**src/common/iop_pkg.sv**
```systemverilog
/*
 * Shared constants for the general-purpose I/O port block: register
 * indices in the data memory window, reset values, writable-bit masks,
 * field positions and source-current group maps.
 * Assumes the CPU data memory decoder presents a local 8-bit index.
 */
`default_nettype none

package iop_pkg;

	// Widths
	localparam int IOP_DW = 8;
	localparam int IOP_AW = 8;
	localparam int IOP_LVW = 16;

	// Register indices in the local data memory window
	localparam logic [7:0] IOP_OFS_PA_DATA = 8'h00;
	localparam logic [7:0] IOP_OFS_PA_DIR = 8'h01;
	localparam logic [7:0] IOP_OFS_PA_PULL = 8'h02;
	localparam logic [7:0] IOP_OFS_PA_WAKE = 8'h03;
	localparam logic [7:0] IOP_OFS_PB_DATA = 8'h04;
	localparam logic [7:0] IOP_OFS_PB_DIR = 8'h05;
	localparam logic [7:0] IOP_OFS_PB_PULL = 8'h06;
	localparam logic [7:0] IOP_OFS_PC_DATA = 8'h07;
	localparam logic [7:0] IOP_OFS_PC_DIR = 8'h08;
	localparam logic [7:0] IOP_OFS_PC_PULL = 8'h09;
	localparam logic [7:0] IOP_OFS_PD_DIR = 8'h0A;
	localparam logic [7:0] IOP_OFS_PD_STRENGTH = 8'h0B;
	localparam logic [7:0] IOP_OFS_SRC_LOW = 8'h0C;
	localparam logic [7:0] IOP_OFS_SRC_HIGH = 8'h0D;

	// Reset values
	localparam logic [7:0] IOP_RST_DATA = 8'hFF;
	localparam logic [7:0] IOP_RST_DIR = 8'hFF;
	localparam logic [7:0] IOP_RST_ZERO = 8'h00;
	localparam logic [7:0] IOP_RST_PD_DIR = 8'h03;

	// Writable-bit masks; bits outside read as zero
	localparam logic [7:0] IOP_MASK_FULL = 8'hFF;
	localparam logic [7:0] IOP_MASK_PD_DIR = 8'h03;
	localparam logic [7:0] IOP_MASK_NIBBLE = 8'h0F;

	// Port D pull strength fields
	localparam int IOP_PD1_STR_LSB = 2;
	localparam int IOP_PD0_STR_LSB = 0;

	// Source current select fields (low register)
	localparam int IOP_SRC_PB74_LSB = 6;
	localparam int IOP_SRC_PB0_LSB = 4;
	localparam int IOP_SRC_PA76_LSB = 2;
	localparam int IOP_SRC_PA30_LSB = 0;
	// Source current select fields (high register)
	localparam int IOP_SRC_PC74_LSB = 2;
	localparam int IOP_SRC_PC30_LSB = 0;

	// Pins covered by each source current group
	localparam logic [7:0] IOP_GRP_PB74 = 8'hF0;
	localparam logic [7:0] IOP_GRP_PB0 = 8'h01;
	localparam logic [7:0] IOP_GRP_PA76 = 8'hC0;
	localparam logic [7:0] IOP_GRP_PA30 = 8'h0F;
	localparam logic [7:0] IOP_GRP_PC74 = 8'hF0;
	localparam logic [7:0] IOP_GRP_PC30 = 8'h0F;

	// Pull strength codes
	localparam logic [1:0] IOP_STR_OFF = 2'h0;

endpackage

`default_nettype wire

```
**src/hdl/iop_pin_sync.sv**
```systemverilog
/*
 * Two-flop synchroniser for a group of pin inputs, with a high-to-low
 * edge detector on the synchronised level.
 * Assumes pins are asynchronous to clk_in; reset is synchronous, active high.
 */
`default_nettype none

module iop_pin_sync #(
	parameter int WIDTH = 8
) (
	// Clock and reset
	input wire logic clk_in,
	input wire logic reset_in,
	// Raw pins
	input wire logic [WIDTH-1:0] pin_in,
	// Synchronised level and falling-edge pulse
	output logic [WIDTH-1:0] level_out,
	output logic [WIDTH-1:0] fall_out
);

	logic [WIDTH-1:0] meta_q; // First stage, read only by the second
	logic [WIDTH-1:0] sync_q; // Second stage, safe to use
	logic [WIDTH-1:0] prev_q; // Previous synchronised level

	// Pins idle high with pull-ups, so reset to one avoids a false edge
	always_ff @(posedge clk_in) begin
		if (reset_in) begin
			meta_q <= '1;
			sync_q <= '1;
			prev_q <= '1;
		end else begin
			meta_q <= pin_in;
			sync_q <= meta_q;
			prev_q <= sync_q;
		end
	end

	assign level_out = sync_q;
	assign fall_out = prev_q & ~sync_q;

endmodule

`default_nettype wire

```
**src/hdl/iop_port.sv**
```systemverilog
/*
 * General-purpose I/O port logic: data latches, direction, pull-high
 * enables, port D pull strength, port A wake-up and source current
 * level selection, reached through a simple data memory port.
 * Assumes the CPU supplies single-cycle read and write strobes on clk_in,
 * that pin-shared function selection lives outside, and that the pad
 * ring resolves pins from the pin, output and enable signals.
 */
`default_nettype none

// Notes on behaviour
// (RL1) Output latch holds until rewritten; inputs unlatched
// (RL2) Per-pin pull-high bit, 1 connects pull
// (RL3) Pull acts only for digital input or NMOS
// (RL4) Bits 3:2 pick line D1 pull strength
// (RL5) Bits 1:0 pick line D0 pull strength
// (RL6) Port A falling edge wakes halted core
// (RL7) Eight port A wake-up enable bits
// (RL8) Wake only for GPIO input while halted
// (RL9) Direction 1 is input, 0 CMOS output
// (RL10) Output pin reads latch when read-control is 0
// (RL11) Source current acts only on CMOS outputs
// (RL12) Four source current levels per pin group
// (RL13) Unimplemented bits read zero, ignore writes
// (RL14) Software keeps PHY-line wake bits unchanged
// (RL15) Software sets PHY line directions after power-on
// (RL16) Source code 00 weakest to 11 strongest
// (RL17) Reset: inputs, pulls, wake, source cleared
// (RL18) Writes to input pins still load latch
module iop_port (
	// Clock and reset
	input wire logic clk_in,
	input wire logic reset_in,
	// Data memory port
	input wire logic [iop_pkg::IOP_AW-1:0] mem_addr_in,
	input wire logic mem_wr_in,
	input wire logic mem_rd_in,
	input wire logic [iop_pkg::IOP_DW-1:0] mem_wdata_in,
	output logic [iop_pkg::IOP_DW-1:0] mem_rdata_out,
	// Core state
	input wire logic halted_in,
	input wire logic input_read_control_in,
	// Pin-shared function state per pin
	input wire logic [7:0] port_a_gpio_sel_in,
	input wire logic [7:0] port_a_open_drain_in,
	input wire logic [7:0] port_b_gpio_sel_in,
	input wire logic [7:0] port_b_open_drain_in,
	input wire logic [7:0] port_c_gpio_sel_in,
	input wire logic [7:0] port_c_open_drain_in,
	// Port A pins
	input wire logic [7:0] port_a_pin_in,
	output logic [7:0] port_a_pin_out,
	output logic [7:0] port_a_pin_oe_out,
	// Port B pins
	input wire logic [7:0] port_b_pin_in,
	output logic [7:0] port_b_pin_out,
	output logic [7:0] port_b_pin_oe_out,
	// Port C pins
	input wire logic [7:0] port_c_pin_in,
	output logic [7:0] port_c_pin_out,
	output logic [7:0] port_c_pin_oe_out,
	// Pull-high controls to the pads
	output logic [7:0] port_a_pull_high_out,
	output logic [7:0] port_b_pull_high_out,
	output logic [7:0] port_c_pull_high_out,
	// Port D lines toward the power delivery phy
	output logic [1:0] port_d_pin_direction_out,
	output logic [1:0] port_d0_pull_strength_out,
	output logic [1:0] port_d1_pull_strength_out,
	// Source current level per pin, two bits each
	output logic [iop_pkg::IOP_LVW-1:0] port_a_drive_level_out,
	output logic [iop_pkg::IOP_LVW-1:0] port_b_drive_level_out,
	output logic [iop_pkg::IOP_LVW-1:0] port_c_drive_level_out,
	// Wake request to the power manager
	output logic wake_out
);
	import iop_pkg::*;

	// Merge a masked write into a register value
	function automatic logic [7:0] masked_write(input logic [7:0] cur,
			input logic [7:0] wdata, input logic [7:0] mask);
		masked_write = (wdata & mask) | (cur & ~mask);
	endfunction

	// Read-back of a port data register, bit by bit
	function automatic logic [7:0] port_read(input logic [7:0] dir,
			input logic [7:0] latch, input logic [7:0] pin, input logic ctrl);
		logic [7:0] use_pin;
		use_pin = dir | {8{ctrl}};
		port_read = (pin & use_pin) | (latch & ~use_pin);
	endfunction

	// Spread a two-bit level over the pins of a group
	function automatic logic [15:0] spread(input logic [1:0] lvl,
			input logic [7:0] grp);
		logic [15:0] res;
		res = '0;
		for (int i = 0; i < 8; i++) begin
			if (grp[i]) begin
				res[2*i +: 2] = lvl;
			end
		end
		spread = res;
	endfunction

	// Double each bit of a pin mask to cover a two-bit field
	function automatic logic [15:0] widen(input logic [7:0] m);
		logic [15:0] res;
		res = '0;
		for (int i = 0; i < 8; i++) begin
			res[2*i +: 2] = {2{m[i]}};
		end
		widen = res;
	endfunction

	// Software-visible registers
	logic [7:0] pa_data_q, pb_data_q, pc_data_q; // Output latches
	logic [7:0] pa_dir_q, pb_dir_q, pc_dir_q; // 1 = input
	logic [7:0] pa_pull_q, pb_pull_q, pc_pull_q; // Pull-high enables
	logic [7:0] pa_wake_q; // Port A wake-up enables
	logic [7:0] pd_dir_q; // Port D direction, two bits live
	logic [7:0] pd_str_q; // Port D pull strength, nibble live
	logic [7:0] src_low_q; // Source current fields, ports A and B
	logic [7:0] src_high_q; // Source current fields, port C

	// Pad-facing and answer registers
	logic [7:0] pa_pin_q, pb_pin_q, pc_pin_q;
	logic [7:0] pa_oe_q, pb_oe_q, pc_oe_q;
	logic [7:0] pa_pu_q, pb_pu_q, pc_pu_q;
	logic [15:0] pa_lvl_q, pb_lvl_q, pc_lvl_q;
	logic [7:0] rdata_q;
	logic wake_q;

	// Synchronised pin levels
	logic [7:0] pa_sync, pb_sync, pc_sync;
	logic [7:0] pa_fall; // Falling edges on port A

	// Address decode
	wire logic sel_pa_data = mem_addr_in == IOP_OFS_PA_DATA;
	wire logic sel_pa_dir = mem_addr_in == IOP_OFS_PA_DIR;
	wire logic sel_pa_pull = mem_addr_in == IOP_OFS_PA_PULL;
	wire logic sel_pa_wake = mem_addr_in == IOP_OFS_PA_WAKE;
	wire logic sel_pb_data = mem_addr_in == IOP_OFS_PB_DATA;
	wire logic sel_pb_dir = mem_addr_in == IOP_OFS_PB_DIR;
	wire logic sel_pb_pull = mem_addr_in == IOP_OFS_PB_PULL;
	wire logic sel_pc_data = mem_addr_in == IOP_OFS_PC_DATA;
	wire logic sel_pc_dir = mem_addr_in == IOP_OFS_PC_DIR;
	wire logic sel_pc_pull = mem_addr_in == IOP_OFS_PC_PULL;
	wire logic sel_pd_dir = mem_addr_in == IOP_OFS_PD_DIR;
	wire logic sel_pd_str = mem_addr_in == IOP_OFS_PD_STRENGTH;
	wire logic sel_src_low = mem_addr_in == IOP_OFS_SRC_LOW;
	wire logic sel_src_high = mem_addr_in == IOP_OFS_SRC_HIGH;

	// Pin configuration terms
	wire logic [7:0] pa_gpio_in = port_a_gpio_sel_in & pa_dir_q;
	wire logic [7:0] pb_gpio_in = port_b_gpio_sel_in & pb_dir_q;
	wire logic [7:0] pc_gpio_in = port_c_gpio_sel_in & pc_dir_q;
	wire logic [7:0] pa_cmos = port_a_gpio_sel_in & ~pa_dir_q & ~port_a_open_drain_in;
	wire logic [7:0] pb_cmos = port_b_gpio_sel_in & ~pb_dir_q & ~port_b_open_drain_in;
	wire logic [7:0] pc_cmos = port_c_gpio_sel_in & ~pc_dir_q & ~port_c_open_drain_in;

	// Output enables: the pad is driven only by a GPIO output
	wire logic [7:0] pa_oe_d = port_a_gpio_sel_in & ~pa_dir_q; // RL9
	wire logic [7:0] pb_oe_d = port_b_gpio_sel_in & ~pb_dir_q; // RL9
	wire logic [7:0] pc_oe_d = port_c_gpio_sel_in & ~pc_dir_q; // RL9

	// Pull-high gated to digital inputs and open-drain outputs
	wire logic [7:0] pa_pu_d = pa_pull_q & (pa_gpio_in | port_a_open_drain_in); // RL2 RL3
	wire logic [7:0] pb_pu_d = pb_pull_q & (pb_gpio_in | port_b_open_drain_in); // RL2 RL3
	wire logic [7:0] pc_pu_d = pc_pull_q & (pc_gpio_in | port_c_open_drain_in); // RL2 RL3

	// Source current levels, forced to level 0 unless CMOS output
	wire logic [15:0] pa_lvl_raw =
		spread(src_low_q[IOP_SRC_PA30_LSB +: 2], IOP_GRP_PA30) |
		spread(src_low_q[IOP_SRC_PA76_LSB +: 2], IOP_GRP_PA76); // RL12 RL16
	wire logic [15:0] pb_lvl_raw =
		spread(src_low_q[IOP_SRC_PB0_LSB +: 2], IOP_GRP_PB0) |
		spread(src_low_q[IOP_SRC_PB74_LSB +: 2], IOP_GRP_PB74); // RL12 RL16
	wire logic [15:0] pc_lvl_raw =
		spread(src_high_q[IOP_SRC_PC30_LSB +: 2], IOP_GRP_PC30) |
		spread(src_high_q[IOP_SRC_PC74_LSB +: 2], IOP_GRP_PC74); // RL12 RL16
	wire logic [15:0] pa_lvl_d = pa_lvl_raw & widen(pa_cmos); // RL11
	wire logic [15:0] pb_lvl_d = pb_lvl_raw & widen(pb_cmos); // RL11
	wire logic [15:0] pc_lvl_d = pc_lvl_raw & widen(pc_cmos); // RL11

	// Wake: enabled falling edge on a GPIO input while halted
	wire logic wake_d = halted_in &
		(|(pa_fall & pa_wake_q & pa_gpio_in)); // RL6 RL8

	// Read multiplexer; unmapped addresses answer zero
	wire logic [7:0] pa_rd = port_read(pa_dir_q, pa_data_q, pa_sync,
		input_read_control_in); // RL10
	wire logic [7:0] pb_rd = port_read(pb_dir_q, pb_data_q, pb_sync,
		input_read_control_in); // RL10
	wire logic [7:0] pc_rd = port_read(pc_dir_q, pc_data_q, pc_sync,
		input_read_control_in); // RL10
	wire logic [7:0] rdata_d =
		({8{sel_pa_data}} & pa_rd) |
		({8{sel_pa_dir}} & pa_dir_q) |
		({8{sel_pa_pull}} & pa_pull_q) |
		({8{sel_pa_wake}} & pa_wake_q) |
		({8{sel_pb_data}} & pb_rd) |
		({8{sel_pb_dir}} & pb_dir_q) |
		({8{sel_pb_pull}} & pb_pull_q) |
		({8{sel_pc_data}} & pc_rd) |
		({8{sel_pc_dir}} & pc_dir_q) |
		({8{sel_pc_pull}} & pc_pull_q) |
		({8{sel_pd_dir}} & (pd_dir_q & IOP_MASK_PD_DIR)) |
		({8{sel_pd_str}} & (pd_str_q & IOP_MASK_NIBBLE)) |
		({8{sel_src_low}} & src_low_q) |
		({8{sel_src_high}} & (src_high_q & IOP_MASK_NIBBLE)); // RL13

	// Synchronise all pin inputs; port A also yields falling edges
	iop_pin_sync #(
		.WIDTH(8)
	) u_sync_a (
		.clk_in(clk_in),
		.reset_in(reset_in),
		.pin_in(port_a_pin_in),
		.level_out(pa_sync),
		.fall_out(pa_fall)
	);

	iop_pin_sync #(
		.WIDTH(8)
	) u_sync_b (
		.clk_in(clk_in),
		.reset_in(reset_in),
		.pin_in(port_b_pin_in),
		.level_out(pb_sync),
		.fall_out()
	);

	iop_pin_sync #(
		.WIDTH(8)
	) u_sync_c (
		.clk_in(clk_in),
		.reset_in(reset_in),
		.pin_in(port_c_pin_in),
		.level_out(pc_sync),
		.fall_out()
	);

	// Output latches: loaded on any write, even while the pin is an input
	always_ff @(posedge clk_in) begin
		if (reset_in) begin
			pa_data_q <= IOP_RST_DATA;
			pb_data_q <= IOP_RST_DATA;
			pc_data_q <= IOP_RST_DATA;
		end else if (mem_wr_in) begin
			if (sel_pa_data) begin
				pa_data_q <= mem_wdata_in; // RL1 RL18
			end
			if (sel_pb_data) begin
				pb_data_q <= mem_wdata_in; // RL1 RL18
			end
			if (sel_pc_data) begin
				pc_data_q <= mem_wdata_in; // RL1 RL18
			end
		end
	end

	// Direction registers; every pin starts as an input
	always_ff @(posedge clk_in) begin
		if (reset_in) begin
			pa_dir_q <= IOP_RST_DIR; // RL17
			pb_dir_q <= IOP_RST_DIR; // RL17
			pc_dir_q <= IOP_RST_DIR; // RL17
			pd_dir_q <= IOP_RST_PD_DIR; // RL17
		end else if (mem_wr_in) begin
			if (sel_pa_dir) begin
				pa_dir_q <= mem_wdata_in; // RL9
			end
			if (sel_pb_dir) begin
				pb_dir_q <= mem_wdata_in; // RL9
			end
			if (sel_pc_dir) begin
				pc_dir_q <= mem_wdata_in; // RL9
			end
			if (sel_pd_dir) begin
				pd_dir_q <= masked_write(pd_dir_q, mem_wdata_in, IOP_MASK_PD_DIR); // RL13
			end
		end
	end

	// Pull-high and wake-up enables
	always_ff @(posedge clk_in) begin
		if (reset_in) begin
			pa_pull_q <= IOP_RST_ZERO; // RL17
			pb_pull_q <= IOP_RST_ZERO; // RL17
			pc_pull_q <= IOP_RST_ZERO; // RL17
			pa_wake_q <= IOP_RST_ZERO; // RL17
		end else if (mem_wr_in) begin
			if (sel_pa_pull) begin
				pa_pull_q <= mem_wdata_in; // RL2
			end
			if (sel_pb_pull) begin
				pb_pull_q <= mem_wdata_in; // RL2
			end
			if (sel_pc_pull) begin
				pc_pull_q <= mem_wdata_in; // RL2
			end
			if (sel_pa_wake) begin
				pa_wake_q <= mem_wdata_in; // RL7
			end
		end
	end

	// Strength and source current selections; upper nibbles of pd_str_q and src_high_q stay zero
	always_ff @(posedge clk_in) begin
		if (reset_in) begin
			pd_str_q <= IOP_RST_ZERO; // RL17
			src_low_q <= IOP_RST_ZERO; // RL17
			src_high_q <= IOP_RST_ZERO; // RL17
		end else if (mem_wr_in) begin
			if (sel_pd_str) begin
				pd_str_q <= masked_write(pd_str_q, mem_wdata_in, IOP_MASK_NIBBLE); // RL13
			end
			if (sel_src_low) begin
				src_low_q <= masked_write(src_low_q, mem_wdata_in, IOP_MASK_FULL);
			end
			if (sel_src_high) begin
				src_high_q <= masked_write(src_high_q, mem_wdata_in, IOP_MASK_NIBBLE); // RL13
			end
		end
	end

	// Pad-facing flops; one cycle of latency keeps outputs glitch-free
	always_ff @(posedge clk_in) begin
		if (reset_in) begin
			pa_pin_q <= IOP_RST_DATA;
			pb_pin_q <= IOP_RST_DATA;
			pc_pin_q <= IOP_RST_DATA;
			pa_oe_q <= IOP_RST_ZERO;
			pb_oe_q <= IOP_RST_ZERO;
			pc_oe_q <= IOP_RST_ZERO;
		end else begin
			pa_pin_q <= pa_data_q; // RL1
			pb_pin_q <= pb_data_q; // RL1
			pc_pin_q <= pc_data_q; // RL1
			pa_oe_q <= pa_oe_d;
			pb_oe_q <= pb_oe_d;
			pc_oe_q <= pc_oe_d;
		end
	end

	// Pull and drive strength flops
	always_ff @(posedge clk_in) begin
		if (reset_in) begin
			pa_pu_q <= IOP_RST_ZERO;
			pb_pu_q <= IOP_RST_ZERO;
			pc_pu_q <= IOP_RST_ZERO;
			pa_lvl_q <= '0;
			pb_lvl_q <= '0;
			pc_lvl_q <= '0;
		end else begin
			pa_pu_q <= pa_pu_d;
			pb_pu_q <= pb_pu_d;
			pc_pu_q <= pc_pu_d;
			pa_lvl_q <= pa_lvl_d;
			pb_lvl_q <= pb_lvl_d;
			pc_lvl_q <= pc_lvl_d;
		end
	end

	// Read data and wake pulse; reads have no side effects
	always_ff @(posedge clk_in) begin
		if (reset_in) begin
			rdata_q <= IOP_RST_ZERO;
			wake_q <= 1'b0;
		end else begin
			if (mem_rd_in) begin
				rdata_q <= rdata_d;
			end
			wake_q <= wake_d; // RL6
		end
	end

	// Outputs straight from flops
	assign mem_rdata_out = rdata_q;
	assign port_a_pin_out = pa_pin_q;
	assign port_b_pin_out = pb_pin_q;
	assign port_c_pin_out = pc_pin_q;
	assign port_a_pin_oe_out = pa_oe_q;
	assign port_b_pin_oe_out = pb_oe_q;
	assign port_c_pin_oe_out = pc_oe_q;
	assign port_a_pull_high_out = pa_pu_q;
	assign port_b_pull_high_out = pb_pu_q;
	assign port_c_pull_high_out = pc_pu_q;
	assign port_d_pin_direction_out = pd_dir_q[1:0];
	assign port_d1_pull_strength_out = pd_str_q[IOP_PD1_STR_LSB +: 2]; // RL4
	assign port_d0_pull_strength_out = pd_str_q[IOP_PD0_STR_LSB +: 2]; // RL5
	assign port_a_drive_level_out = pa_lvl_q;
	assign port_b_drive_level_out = pb_lvl_q;
	assign port_c_drive_level_out = pc_lvl_q;
	assign wake_out = wake_q;

endmodule

`default_nettype wire

```
**config.mk**
```make
export PLATFORM = sky130hd
export DESIGN_NAME = iop_port
export DESIGN_NICKNAME = d
export VERILOG_FILES = /design/src/common/iop_pkg.sv /design/src/hdl/iop_pin_sync.sv /design/src/hdl/iop_port.sv
export SDC_FILE = /design/constraint.sdc
export NUM_CORES = 1
export LEC_CHECK = 0
export BUFFER_PORTS_ARGS = -buffer_cell sky130_fd_sc_hd__buf_2
export CORE_UTILIZATION = 58
export CTS_CLUSTER_SIZE = 28
export DETAILED_ROUTE_END_ITERATION = 8
export PLACE_DENSITY = 0.83
export SLEW_MARGIN = 20
export SYNTH_ARGS = -nofsm -noshare
export SYNTH_HDL_FRONTEND = slang
export SYNTH_SLANG_ARGS = --single-unit
```
**constraint.sdc**
```tcl
create_clock -name clk_in -period 5.5 [get_ports clk_in]
set_input_delay 0.825 -clock clk_in [delete_from_list [all_inputs] [get_ports clk_in]]
set_output_delay 0.825 -clock clk_in [all_outputs]
set_load 0.01 [all_outputs]
```
### Word-level counts from Yosys, hierarchy flattened

Index checks and enable logic that the tools add are counted.

* flip-flop bits (word level): 297
* output and inout port bits: 135
* word-level logic and storage cells: 141

* equal/unequal tests: 13
* bitwise operators: 77
* reductions and logical operators: 16

Operators by type and width (count)
* bitwise AND 8 bit: 32
* OR 8 bit: 22
* NOT 8 bit: 10
* bitwise AND 16 bit: 3
* equality test 8 x 4 -> 1 bit (second input constant): 6
* equality test 8 x 3 -> 1 bit (second input constant): 4
* OR 8 x 16 -> 16 bit: 2
* AND reduction 2 bit: 14
* bitwise AND 8 x 4 -> 8 bit: 2
* equality test 8 x 2 -> 1 bit (second input constant): 2
* OR 2 x 16 -> 16 bit: 1
* OR 4 x 8 -> 8 bit: 2
* bitwise AND 8 x 2 -> 8 bit: 1
* equality test 8 x 1 -> 1 bit (second input constant): 1
* logical NOT 8 bit: 1
* OR 2 x 8 -> 8 bit: 1
* OR reduction 8 bit: 1
* bitwise AND 1 bit: 1

### Logic depth before layout (Yosys ltp)

* depth after elaboration: 18
* depth in mapped cells: 8
* mapped depth without buffers: 5

### Hierarchy

Synthesis repeated with hierarchy kept, for this count alone.

* cell total of the unflattened synthesis: 1082
* area, all modules: 10750.3 µm²

By module, submodules not included
* iop_port: instances 1, cells an instance 908, area an instance 8640.8 µm², sequential area each 4344.2 µm²
* iop_pin_sync: instances 3, cells an instance 58, area an instance 703.2 µm², sequential area each 480.5 µm²

### Worst setup path before layout

OpenSTA, ideal clock, no wires.

* kind: input port to flip-flop
* start: in mem_addr_in[5] (netlist bit)
* end: reg rdata_q[0] (netlist: mem_rdata_out[0])
* setup time: 0.074 ns
* data arrival time: 2.597 ns
* required time: 5.426 ns
* slack: 2.829 ns
* stages on the path: 7
* cell sequence: or4_4 -> buf_6 -> or3_1 -> buf_6 -> o22a_1 -> a311o_1 -> a31oi_1

* word-level cells in the longest chain between the ends: 15
* elaborated cells on any way between the ends: 41
* classes of those cells: eq/ne: 13; bitwise: 27; reduce/logical: 1

Ends and longest elaborated chain
* from (decl): RTL line iop_port.sv:35 `input wire logic [iop_pkg::IOP_AW-1:0] mem_addr_in,`
* equality test 8 x 1 -> 1 bit / logical NOT 8 bit (equally long branches): RTL line iop_port.sv:140, iop_port.sv:139
* bitwise AND 8 bit (on tied branches): RTL line iop_port.sv:199, iop_port.sv:198
* OR 8 bit: RTL line iop_port.sv:198 `({8{sel_pa_data}} & pa_rd) |`
* OR 8 bit: RTL line iop_port.sv:199 `({8{sel_pa_dir}} & pa_dir_q) |`
* OR 8 bit: RTL line iop_port.sv:200 `({8{sel_pa_pull}} & pa_pull_q) |`
* OR 8 bit: RTL line iop_port.sv:201 `({8{sel_pa_wake}} & pa_wake_q) |`
* OR 8 bit: RTL line iop_port.sv:202 `({8{sel_pb_data}} & pb_rd) |`
* OR 8 bit: RTL line iop_port.sv:203 `({8{sel_pb_dir}} & pb_dir_q) |`
* OR 8 bit: RTL line iop_port.sv:204 `({8{sel_pb_pull}} & pb_pull_q) |`
* OR 8 bit: RTL line iop_port.sv:205 `({8{sel_pc_data}} & pc_rd) |`
* OR 8 bit: RTL line iop_port.sv:206 `({8{sel_pc_dir}} & pc_dir_q) |`
* OR 8 bit: RTL line iop_port.sv:207 `({8{sel_pc_pull}} & pc_pull_q) |`
* OR 8 bit: RTL line iop_port.sv:208 `({8{sel_pd_dir}} & (pd_dir_q & IOP_MASK_PD_DIR)) |`
* OR 8 bit: RTL line iop_port.sv:209 `({8{sel_pd_str}} & (pd_str_q & IOP_MASK_NIBBLE)) |`
* OR 8 bit *: RTL line iop_port.sv:210 `({8{sel_src_low}} & src_low_q) |`
* to (signal assigned): RTL line iop_port.sv:373 `rdata_q <= rdata_d;`
* to (decl): RTL line iop_port.sv:131 `logic [7:0] rdata_q;`

Every way passes the cells marked *; elsewhere a longest branch is shown, timed or not.
A chain may end at the register's enable or synchronous reset.

### Final worst setup path

* start: in mem_addr_in[0] (netlist bit)
* end: reg src_high_q[1]

* word-level cells in the longest chain between the ends: 2

Ends and longest elaborated chain
* equality test 8 x 4 -> 1 bit: RTL line iop_port.sv:152 `wire logic sel_src_high = mem_addr_in == IOP_OFS_SRC_HIGH;`
* AND reduction 2 bit (no source line)
* to (signal assigned): RTL line iop_port.sv:323 `src_high_q <= masked_write(src_high_q, mem_wdata_in, IOP_MASK_NIBBLE);`
* to (decl): RTL line iop_port.sv:124 `logic [7:0] src_high_q;`

Every way passes these cells.

==> impl_metrics.py <==
metrics = {
    "timing": {
        "rsz0062_at_grt": "no",
        "tightestPinTransition_ns": 1.02,
        "layout_setup_ws_ns": 2.39,
        "fmax_mhz": 322,
        "setup_tns_ns": 0,
        "drv_slew": 0,
        "report.final.setup_viol": 0,
        "finalCriticalPeriod_ns": 3.11,
        "hold_viol": 0,
        "period_share_pct": 56.5,
        "finalClockSkew_ns": 0.00892,
        "relSlewSlack_pct": 31.5,
    },
    "clocking": {
        "cts_root_buf": "clkbuf_16",
        "post_cts_buffers": 0,
        "clkTransAtPathRegs_ns": 0.06,
        "clock_latency_ns": 0.52,
        "cts_made_buffers": 26,
        "cts_tree": "built",
        "cts_htree_levels": 1,
        "clockBufferDepth": 3,
        "holdBufCountCts": 0,
        "cts_sinks": 273,
        "cts_resized": 0,
    },
    "setup_path": {
        "crit_path_cell_trace": "buf_2 > nor2b_1 > nand2_1 > nor3_1 > mux2i_1 > nor2_1",
        "cp.required_ns": 5.88,
        "cp.arrival_ns": 3.48,
        "cp_max_fo": 41,
        "cp_slowest_stage_delay_ns": 0.68,
        "crit_type": "in -> reg",
        "critPathSlowestCell": "nor2b_1",
        "cp-end-kind": "flop",
        "cp-start-kind": "input pin",
    },
    "yosys": {
        "synth_most_common_cell": "dfxtp_1",
        "yosysSeqAreaShare_pct": 53.7,
        "syn_inst": 1081,
        "ys_top_cells_by_area": "dfxtp_1, nand2_1, or2_2, mux2i_1, nor3b_1",
        "yosysWarnings": 0,
        "syn_area_mm2": 0.0102,
        "synth_common_cells": "dfxtp_1, nand2_1, or2_2",
        "synth.distinct_cells": 61,
        "syn_area_per_cell_um2": 9.42,
        "synthArstFlopShare_pct": 0,
        "synth_flop_cell": "dfxtp_1",
        "yosysTopAreaCellShare_pct": 53.7,
        "synth_edf_count": 0,
        "synth_largest_area_cell": "dfxtp_1",
        "synth-seq-cells": 273,
    },
    "route": {
        "vias": 8586,
        "avgRoutedWirePerCell_um": 19.4,
        "drtAntennaViolNets": 0,
        "routed_wl_um": 29200,
        "top_layer": "met4",
        "wl_met1_um": 12000,
        "drtIter0Drc": 860,
        "viasPerCell": 5.70,
        "wl_met3_um": 3270,
        "drc": 0,
        "dr.pass1.iters": 5,
        "wl_met2_um": 12900,
    },
    "grt": {
        "grt_pass1_vias": 7788,
        "antenna_found_initial": 0,
        "track_usage_pct": 31.7,
        "grt_overflow": 0,
        "grt_max_degree": 142,
        "grt_pass1_wl_um": 43700,
    },
    "placement": {
        "post-place-ws_ns": 1.95,
        "dp_hpwl_um": 19800,
        "place_area_mm2": 0.0112,
        "numPortBuffers": 218,
        "place.gp.congestion": 0.976,
    },
    "pwr": {
        "p_leak_nw": 5.15,
        "cellPowerDensity_mw_per_mm2": 337,
        "peakVddDrop_mv": 0.274,
    },
    "floorplan": {
        "start_util_pct": 59.1,
        "coreArea_mm2": 0.0172,
        "dieArea_mm2": 0.0181,
        "die_w_um": 135,
        "row_count": 48,
        "io_pins": 229,
        "die_height_um": 135,
    },
    "flow_run": {
        "drv_cap": 0,
    },
    "final_layout": {
        "finalNetCount": 1357,
        "largest_register_ffs": 16,
        "antenna_cells": 0,
        "final_util_pct": 70.5,
        "drive_above_1_share_pct": 27.9,
        "syn_to_final_growth_pct": 19.3,
        "design_area_mm2": 0.0121,
    },
    "hold_path": {
        "hold_path.class": "reg -> reg",
    },
    "outcome": {
        "run_status": "complete, no violations",
    },
}
[path summary, 6_finish.rpt]
path | from | endpoint | slack (ns) | cells after the start
setup reg to reg | pc_dir_q[0]$_SDFFE_PP1P_ | mem_rdata_out[0]$_SDFFE_PP0P_ | 3.24 | 5
hold / removal | u_sync_c.meta_q[0]$_SDFF_PP1_ | u_sync_c.level_out[0]$_SDFF_PP1_ | 0.41 | 1
setup / recovery | mem_addr_in[0] | src_high_q[1]$_SDFFE_PP0P_ | 2.39 | 6
hold reg to reg | u_sync_c.meta_q[0]$_SDFF_PP1_ | u_sync_c.level_out[0]$_SDFF_PP1_ | 0.41 | 1
[through the flow]
step / hold WS (ns) / power [mW] / cells
4_1_cts: 0.408 / 4.10 / 1507
6_report: 0.408 / 4.10 / 1507
3_3_place_gp: 0.392 / 2.24 / 1460
2_1_floorplan: 0.389 / 2.17 / 1090
5_1_grt: 0.418 / 4.20 / 1507
3_5_place_dp: 0.394 / 2.24 / 1460
[worst max-delay path: cells and delay by family]
| family | cells | cell delay (ns) |
|---|---|---|
| AND/OR/NAND/NOR | 4 | 1.77 |
| buffers and inverters | 1 | 0.59 |
| multiplexers | 1 | 0.26 |
[cell type report]
type,instances,area (µm²)
fillers,1340,5090
repair buffers,219,1100
clock buffers,40,815
clock inverters,7,114
inverters,3,11.3
well taps,225,282
flip-flops and latches,273,5470
multi-input cells,740,4350
[routing by layer]
metal	vias to the layer above	global-route usage, %
met3	77	6.23
met2	523	49.1
met1	3978	43.8
met5	-	0
li1	4008	-
met4	0	11.9
[where the power goes]
group	internal (mW)	leakage [nW]	switching, mW	total, mW
Combinational	0.0704	2.47	0.125	0.196
Clock	1.16	0.460	0.732	1.89
Sequential	2.00	2.22	0.0107	2.01
Total	3.23	5.15	0.868	4.10
[kinds of logic after synthesis]
kind of cell           Yosys count  share of synthesized area [%]
other                            1                         0.0368
DFF                            273                           53.7
muxes                           48                           4.75
and+or+nand+nor                509                           27.2
buffers and inverters           77                           3.92
AOI/OAI and AO/OA              173                           10.4
[cells in the final DEF (no fill, tap or decap), drive strengths merged, types with 5 or more instances in the layout]
master	synthesis	layout
a211o	9	9
a21oi	70	70
a22oi	5	5
a311oi	6	6
a31oi	8	8
and2	43	43
buf	22	219
clkbuf	51	40
conb	1	10
dfxtp	273	273
mux2i	45	45
nand2	156	156
nand3	10	10
nand3b	41	41
nor2	64	64
nor2b	33	33
nor3	13	13
nor3b	49	49
o21ai	38	38
o22ai	5	5
or2	81	81
or3b	5	5
(Power assumes the default switching activity.)
